`src/core/bus_if_pkg.sv`:
```
package bus_if_pkg;
	localparam int ADDR_W = 16;
	localparam int DATA_W = 8;
	localparam int XADDR_W = 8;
	// Bus scheme selected by configuration
	typedef enum logic [1:0] {
		SCHEME_WR_RD_PROGRAM_FETCH_STROBE = 2'b00,
		SCHEME_WR_FETCH = 2'b01,
		SCHEME_RW_EN = 2'b11
	} scheme_t;
	typedef enum logic [1:0] {
		ST_IDLE = 2'b00,
		ST_READ = 2'b01,
		ST_WRITE = 2'b11
	} acc_state_t;
	localparam logic [ADDR_W-1:0] ADDR_RST = 16'h0000;
	localparam logic [DATA_W-1:0] DATA_RST = 8'h00;
	localparam logic [XADDR_W-1:0] XADDR_RST = 8'h00;
endpackage

```
`src/core/mcu_parallel_bus_interface.sv`:
```
`timescale 1ns/100ps
// Notes on behaviour
// - Address strobe latches multiplexed address
// - Latched address shown on port A/B
// - Drive data port only on internal read
// - Muxed mode: extra high address from ports
// - Non-muxed: address on data port, data on A
// - Non-muxed: port A undriven when idle
// - Non-muxed: extra address from ports B-D
// - Address bit zero picks even/odd byte
// - Unused control input feeds logic array
// - Three configurable strobe schemes supported
// - Fetch strobe alone reads on input 1
// - Read or fetch strobe both read
// - Fetch, read, write reach internal resources
// - Page hit reuses latched high address
// - Burst keeps upper address, low changes
module mcu_parallel_bus_interface
	import bus_if_pkg::*;
(
	input wire logic ref_clk,
	input wire logic resetn,
	input wire scheme_t scheme,
	input wire logic muxed_mode,
	input wire logic use_addr_strobe,
	input wire logic page_mode,
	input wire logic addr_out_on_b,
	input wire logic [1:0] xaddr_port_sel,
	input wire logic control_in_0,
	input wire logic control_in_1,
	input wire logic control_in_2,
	input wire logic strobe_pin,
	input wire logic high_byte_enable,
	input wire logic [DATA_W-1:0] addr_data_port_in,
	output logic [DATA_W-1:0] addr_data_port_out,
	output logic addr_data_port_oe,
	input wire logic [DATA_W-1:0] port_a_in,
	input wire logic [DATA_W-1:0] port_b_in,
	input wire logic [DATA_W-1:0] port_c_in,
	input wire logic [DATA_W-1:0] port_d_in,
	output logic [DATA_W-1:0] port_a_out,
	output logic port_a_oe,
	output logic [DATA_W-1:0] port_b_out,
	output logic port_b_oe,
	input wire logic [ADDR_W-1:0] hi_addr_in,
	input wire logic resource_hit,
	input wire logic [DATA_W-1:0] rd_data,
	output logic [ADDR_W-1:0] acc_addr,
	output logic [XADDR_W-1:0] acc_xaddr,
	output logic acc_odd_byte,
	output logic [DATA_W-1:0] wr_data,
	output logic wr_pulse,
	output logic rd_active,
	output logic array_in
);
	logic [ADDR_W-1:0] full_addr;
	logic [ADDR_W-1:0] lat_addr;
	logic rd_req;
	logic wr_req;
	logic [XADDR_W-1:0] xsrc;
	acc_state_t st_q, st_d;
	logic [DATA_W-1:0] ado_q, ado_d, pa_q, pa_d, pb_q, pb_d, wd_q, wd_d;
	logic adoe_q, adoe_d, paoe_q, paoe_d, pboe_q, pboe_d, wp_q, wp_d;
	logic [ADDR_W-1:0] aa_q, aa_d, acc_src;
	logic [XADDR_W-1:0] xa_q, xa_d;
	logic odd_q, odd_d, ai_q, ai_d, rda_q, rda_d;

	// page mode: high byte on data port
	always_comb begin
		full_addr = {hi_addr_in[ADDR_W-1:DATA_W], addr_data_port_in};
		if (muxed_mode && page_mode) begin
			full_addr = {addr_data_port_in, port_a_in};
		end
	end

	addr_latch #(.W(ADDR_W)) u_latch (
		.ref_clk(ref_clk),
		.resetn(resetn),
		.use_strobe(use_addr_strobe & muxed_mode),
		.strobe(strobe_pin),
		.addr_in(full_addr),
		.addr_out(lat_addr)
	);
	// page hit: held high byte, live low byte
	assign acc_src = (muxed_mode && page_mode) ?
		{lat_addr[ADDR_W-1:DATA_W], port_a_in} : lat_addr;

	always_comb begin
		unique case (scheme)
			SCHEME_WR_RD_PROGRAM_FETCH_STROBE: begin
				rd_req = !control_in_1 || !control_in_2;
				wr_req = !control_in_0;
			end
			SCHEME_WR_FETCH: begin
				rd_req = !control_in_1;
				wr_req = !control_in_0;
			end
			SCHEME_RW_EN: begin
				rd_req = control_in_1 && control_in_0;
				wr_req = control_in_1 && !control_in_0;
			end
			default: begin
				rd_req = 1'b0;
				wr_req = 1'b0;
			end
		endcase
	end

	always_comb begin
		unique case (xaddr_port_sel)
			2'h0: xsrc = muxed_mode ? port_a_in : port_b_in;
			2'h1: xsrc = port_b_in;
			2'h2: xsrc = port_c_in;
			default: xsrc = port_d_in;
		endcase
	end

	always_comb begin
		st_d = st_q;
		wp_d = 1'b0;
		wd_d = wd_q;
		aa_d = aa_q;
		xa_d = xa_q;
		odd_d = odd_q;
		ado_d = ado_q;
		adoe_d = 1'b0;
		pa_d = pa_q;
		paoe_d = 1'b0;
		ai_d = (scheme == SCHEME_WR_RD_PROGRAM_FETCH_STROBE) ? ai_q : control_in_2;
		pb_d = addr_out_on_b ? lat_addr[DATA_W-1:0] : pb_q;
		pboe_d = addr_out_on_b;
		if (!addr_out_on_b && muxed_mode && !page_mode) begin
			pa_d = lat_addr[DATA_W-1:0];
			paoe_d = 1'b1;
		end
		if (rd_req || wr_req) begin
			aa_d = acc_src;
			xa_d = xsrc;
			odd_d = acc_src[0];
		end
		unique case (st_q)
			ST_IDLE: begin
				if (rd_req) begin
					st_d = ST_READ;
				end else if (wr_req) begin
					st_d = ST_WRITE;
				end
			end
			ST_READ: begin
				if (!rd_req) begin
					st_d = ST_IDLE;
				end
			end
			ST_WRITE: begin
				wd_d = muxed_mode ? addr_data_port_in : port_a_in;
				if (!wr_req) begin
					wp_d = 1'b1;
					st_d = ST_IDLE;
				end
			end
			default: st_d = ST_IDLE;
		endcase
		rda_d = (st_d == ST_READ);
		if (rd_req && resource_hit) begin
			if (muxed_mode) begin
				ado_d = rd_data;
				adoe_d = 1'b1;
			end else begin
				pa_d = rd_data;
				paoe_d = 1'b1;
			end
		end
		if (!muxed_mode && !(rd_req && resource_hit)) begin
			paoe_d = 1'b0;
		end
	end

	always_ff @(posedge ref_clk or negedge resetn) begin
		if (!resetn) begin
			st_q <= ST_IDLE;
			wp_q <= 1'b0;
			wd_q <= DATA_RST;
			aa_q <= ADDR_RST;
			xa_q <= XADDR_RST;
			odd_q <= 1'b0;
			ado_q <= DATA_RST;
			adoe_q <= 1'b0;
			pa_q <= DATA_RST;
			paoe_q <= 1'b0;
			pb_q <= DATA_RST;
			pboe_q <= 1'b0;
			ai_q <= 1'b0;
			rda_q <= 1'b0;
		end else begin
			st_q <= st_d;
			wp_q <= wp_d;
			wd_q <= wd_d;
			aa_q <= aa_d;
			xa_q <= xa_d;
			odd_q <= odd_d;
			ado_q <= ado_d;
			adoe_q <= adoe_d;
			pa_q <= pa_d;
			paoe_q <= paoe_d;
			pb_q <= pb_d;
			pboe_q <= pboe_d;
			ai_q <= ai_d;
			rda_q <= rda_d;
		end
	end

	assign addr_data_port_out = ado_q;
	assign addr_data_port_oe = adoe_q;
	assign port_a_out = pa_q;
	assign port_a_oe = paoe_q;
	assign port_b_out = pb_q;
	assign port_b_oe = pboe_q;
	assign acc_addr = aa_q;
	assign acc_xaddr = xa_q;
	assign acc_odd_byte = odd_q;
	assign wr_data = wd_q;
	assign wr_pulse = wp_q;
	assign rd_active = rda_q;
	assign array_in = ai_q;

	property p_drive_on_read;
		@(posedge ref_clk) disable iff (!resetn)
		addr_data_port_oe |-> $past(rd_req && resource_hit && muxed_mode);
	endproperty
	a_drive_on_read: assert property (p_drive_on_read) else $error("data port driven without read");
	property p_pa_idle;
		@(posedge ref_clk) disable iff (!resetn)
		(!muxed_mode && !(rd_req && resource_hit)) |=> !port_a_oe;
	endproperty
	a_pa_idle: assert property (p_pa_idle) else $error("port A driven while idle");
	property p_wr_end;
		@(posedge ref_clk) disable iff (!resetn)
		wr_pulse |-> $past(st_q == ST_WRITE) && $past(!wr_req);
	endproperty
	a_wr_end: assert property (p_wr_end) else $error("write pulse without strobe end");
	property p_odd;
		@(posedge ref_clk) disable iff (!resetn)
		(rd_req || wr_req) |=> acc_odd_byte == $past(acc_src[0]);
	endproperty
	a_odd: assert property (p_odd) else $error("byte select mismatch");
	property p_rw;
		@(posedge ref_clk) disable iff (!resetn)
		(scheme == SCHEME_RW_EN && !control_in_0 && st_q == ST_IDLE) |=> st_q != ST_READ;
	endproperty
	a_rw: assert property (p_rw) else $error("read on write select");
	property p_fetch;
		@(posedge ref_clk) disable iff (!resetn)
		(scheme == SCHEME_WR_RD_PROGRAM_FETCH_STROBE && !control_in_2 && resource_hit && muxed_mode)
			|=> addr_data_port_oe;
	endproperty
	a_fetch: assert property (p_fetch) else $error("fetch not treated as read");

	property p_addr_b;
		@(posedge ref_clk) disable iff (!resetn)
		addr_out_on_b |=> port_b_oe && port_b_out == $past(lat_addr[DATA_W-1:0]);
	endproperty
	a_addr_b: assert property (p_addr_b) else $error("latched address not on port B");

	property p_single_rd;
		@(posedge ref_clk) disable iff (!resetn)
		(scheme == SCHEME_WR_FETCH && control_in_1 && st_q == ST_IDLE) |=> st_q != ST_READ;
	endproperty
	a_single_rd: assert property (p_single_rd) else $error("read without fetch strobe");

	c_read: cover property (@(posedge ref_clk) disable iff (!resetn) addr_data_port_oe);
	c_write: cover property (@(posedge ref_clk) disable iff (!resetn) wr_pulse);
	c_nonmux: cover property (@(posedge ref_clk) disable iff (!resetn) !muxed_mode && port_a_oe);
endmodule

```
`src/core/addr_latch.sv`:
```
`timescale 1ns/100ps
// Address capture on strobe; transparent when no strobe is used
module addr_latch
	import bus_if_pkg::*;
#(
	parameter int W = ADDR_W
) (
	input wire logic ref_clk,
	input wire logic resetn,
	input wire logic use_strobe,
	input wire logic strobe,
	input wire logic [W-1:0] addr_in,
	output logic [W-1:0] addr_out
);
	logic [W-1:0] lat_q;
	logic [W-1:0] lat_d;

	always_comb begin
		lat_d = lat_q;
		if (strobe) begin
			lat_d = addr_in;
		end
	end

	always_ff @(posedge ref_clk or negedge resetn) begin
		if (!resetn) begin
			lat_q <= '0;
		end else begin
			lat_q <= lat_d;
		end
	end

	assign addr_out = use_strobe ? lat_q : addr_in;
endmodule

```
`config.mk`:
```
export PLATFORM = sky130hd
export DESIGN_NAME = mcu_parallel_bus_interface
export DESIGN_NICKNAME = d
export VERILOG_FILES = /design/src/core/bus_if_pkg.sv /design/src/core/mcu_parallel_bus_interface.sv /design/src/core/addr_latch.sv
export SDC_FILE = /design/constraint.sdc
export NUM_CORES = 1
export LEC_CHECK = 0
export BUFFER_PORTS_ARGS = -buffer_cell sky130_fd_sc_hd__buf_2
export CORE_ASPECT_RATIO = 0.5
export CORE_MARGIN = 2
export CORE_UTILIZATION = 30
export DETAILED_ROUTE_END_ITERATION = 12
export PLACE_DENSITY = 0.54
export REMOVE_ABC_BUFFERS = 1
export SYNTH_ARGS = -nofsm -noshare
export SYNTH_HDL_FRONTEND = slang
export SYNTH_SLANG_ARGS = --single-unit
```
`constraint.sdc`:
```
create_clock -name ref_clk -period 1.5 [get_ports ref_clk]
set_input_delay 0.15 -clock ref_clk [delete_from_list [all_inputs] [get_ports ref_clk]]
set_output_delay 0.15 -clock ref_clk [all_outputs]
set_load 0.005 [all_outputs]
```
==> results_dict.tcl <==
set metrics [dict create \
    num_vias 3432 \
    fin_ws_ps 306 \
    chipHeight_um 85.4 \
    antenna_cells 0 \
    max_slew_margin_pct 54.6 \
    pwr-share-seq_pct 41.7 \
    finish.instance_area_mm2 0.00531 \
    area_growth_syn_to_layout_pct 33.4 \
    cts_root_buffer "clkbuf_16" \
    seq_area_mm2 0.00200 \
    dp_slack_ps -61.0 \
    avgSynthCellArea_um2 10.0 \
    pin_count 143 \
    m1WireLength_mm 5.29 \
    ant_nets 0 \
    ys_warn_count 0 \
    grt.total_usage_pct 16.5 \
    clk_pin_slew_worst_paths_ps 60 \
    wl_met2_mm 5.37 \
    clkSinkCount 80 \
    ys_async_sr_fraction_pct 100 \
    period_needed_ps 1190 \
    synth.yosys.seq_area_share_pct 50.3 \
    port_buffers 133 \
    vias_per_cell 4.81 \
    die-area_mm2 0.0143 \
    htreeDepth 3 \
    met3WireLength_um 567 \
    die_w_um 167 \
    worstPathRequired_ps 1750 \
    synth_largest_area_cell "dfrtp_1" \
    worstHoldPathType "in2reg" \
    dp_cells 697 \
    rows 29 \
    grt_max_degree 33 \
    initial_core_util_pct 31.1 \
    core_area_mm2 0.0128 \
    internal-power_w 0.00481 \
    post-route-util_pct 41.4 \
    drcViolationCount 0 \
    gp_congestion 0.791 \
    rsz0062_at_grt "false" \
    setup_violations 0 \
    drive_above_1_share_pct 39.9 \
    first_pass_iters 5 \
    wirelength_mm 11.3 \
    peakVddDrop_v 0.000674 \
    clock_latency_ps 340 \
    grt_overflow_total 0 \
    p_leak_nw 2.54 \
    fin_crit_sh_pct 79.6 \
    clock.fmax_ghz 0.837 \
    powerDensity_mw_per_mm2 1240 \
    synth_cell_types 38 \
    grt_pass1_wl_mm 18.3 \
    topRoutingLayerUsed "met4" \
    drv_slew 0 \
    tightest_slew_ps 681 \
    p_comb_share_pct 21.4 \
    synth_edf_count 0 \
    cts_tree "done" \
    clock_skew_ps 6.24 \
    critPathLaunchType "input pin" \
    path_class "in2reg" \
    synth-seq-cells 80 \
    crit_path_end_kind "register" \
    p_clk_share_pct 37.0 \
    synth_area_mm2 0.00398 \
    multi_input_area_mm2 0.00183 \
    final_hold_viol_count 0 \
    place_hpwl_mm 8.42 \
    nets 619 \
    grt_pass1_vias 3429 \
    layout_common_cells "buf_2, nand2_1, dfrtp_1" \
    layout.cells.non_filler 714 \
    yosys-top-cells-area "dfrtp_1, nand2_1, a31oi_1, mux2_2, mux2i_1" \
    final_common_cell "buf_2" \
    reg2reg_setup_slack_ps 410 \
    synth_flop_cell "dfrtp_1" \
    status "finished clean" \
    switching_share_pct 27.1 \
    crit_path_max_fanout 16 \
    place_area_mm2 0.00497 \
    p_switching_w 0.00179 \
    maxCapViolations 0 \
    antenna_found_initial 0 \
    cts_buffers 9 \
    wl_per_cell_um 15.9 \
    yosysTopAreaCellShare_pct 50.3 \
    drt_iter0_markers 160 \
    fill_cells 1290 \
    arrival_ps 1450 \
    syn_inst 398 \
    clockBufferDepth 2 \
]
==> critical path, stage by stage <==
cell and delay [ps]:
buf_2 290, and2_1 630, nand2_1 180, a31oi_1 190
==> power by group through the flow <==
stage          sequential (W)  clock (W)  combinational (W)
6_report              0.00275    0.00244            0.00141
3_3_place_gp          0.00278          0            0.00142
5_1_grt               0.00280    0.00260            0.00158
3_5_place_dp          0.00279          0            0.00144
2_1_floorplan         0.00281          0           0.000585
4_1_cts               0.00276    0.00251            0.00144
==> cells by family after synthesis <==
family          count (synthesis)  synth area share [%]
flops                          80                  50.3
simple gates                  146                  16.5
compound gates                100                  17.4
mux                            41                  11.9
buf+inv                        31                  3.87
==> final timing paths <==
path / start / to / cells after the start
hold reg to reg: wr_data[7] / wr_data[7] / 2
hold / removal: rd_data[7] / addr_data_port_out[7] / 2
max in group asynchronous: resetn / port_a_out[6] / 3
min in group asynchronous: resetn / acc_addr[13] / 2
setup / recovery: muxed_mode / u_latch.lat_q[0] / 4
setup reg to reg: u_latch.lat_q[7] / port_b_out[7] / 2
==> per-layer routing <==
layer	vias up	GRT usage (%)
met4	0	4.23
met1	1649	21.6
li1	1695	-
met3	7	4.20
met2	81	27.6
met5	-	0
==> state kept, by name, summed over array words and instances (netlist names), 2 cells and up <==
register,cells
acc_xaddr,8
acc_addr,16
u_latch.lat_q,16
addr_data_port_out,8
port_a_out,8
wr_data,8
port_b_out,8
st_q,2
==> stage by stage <==
step           hold slack (ps)  power (W)  TNS (ps)
3_5_place_dp              84.3    0.00423      -458
6_report                  61.0    0.00660         0
3_3_place_gp              78.9    0.00420      -328
4_1_cts                   50.6    0.00671         0
2_1_floorplan             -146    0.00340     -3430
5_1_grt                   45.7    0.00698         0
==> layout make-up <==
| cell class | instances | share of cell area (%) |
|---|---|---|
| Clock buffer | 11 | 4.76 |
| Clock inverter | 5 | 1.49 |
| Inverter | 3 | 0.212 |
| Multi-Input combinational cell | 287 | 34.5 |
| Sequential cell | 80 | 37.7 |
| Tap cell | 170 | 4.01 |
| Timing Repair Buffer | 158 | 17.4 |
==> Yosys cell counts (all sizes together) (3+ instances only) <==
cell type,n
a21oi,3
a22o,8
a22oi,8
a31oi,32
buf,17
clkbuf,11
dfrtp,80
inv,3
mux2,25
mux2i,16
nand2,93
nand4bb,6
nor2,34
o21ai,34
o221a,8
==> what timing repair did <==
action                    CTS  global route
hold buffers                1             0
resized for setup           0             0
setup buffers               0             0
hold endpoints to repair   21             0
Power figures use the tool's default switching activity.
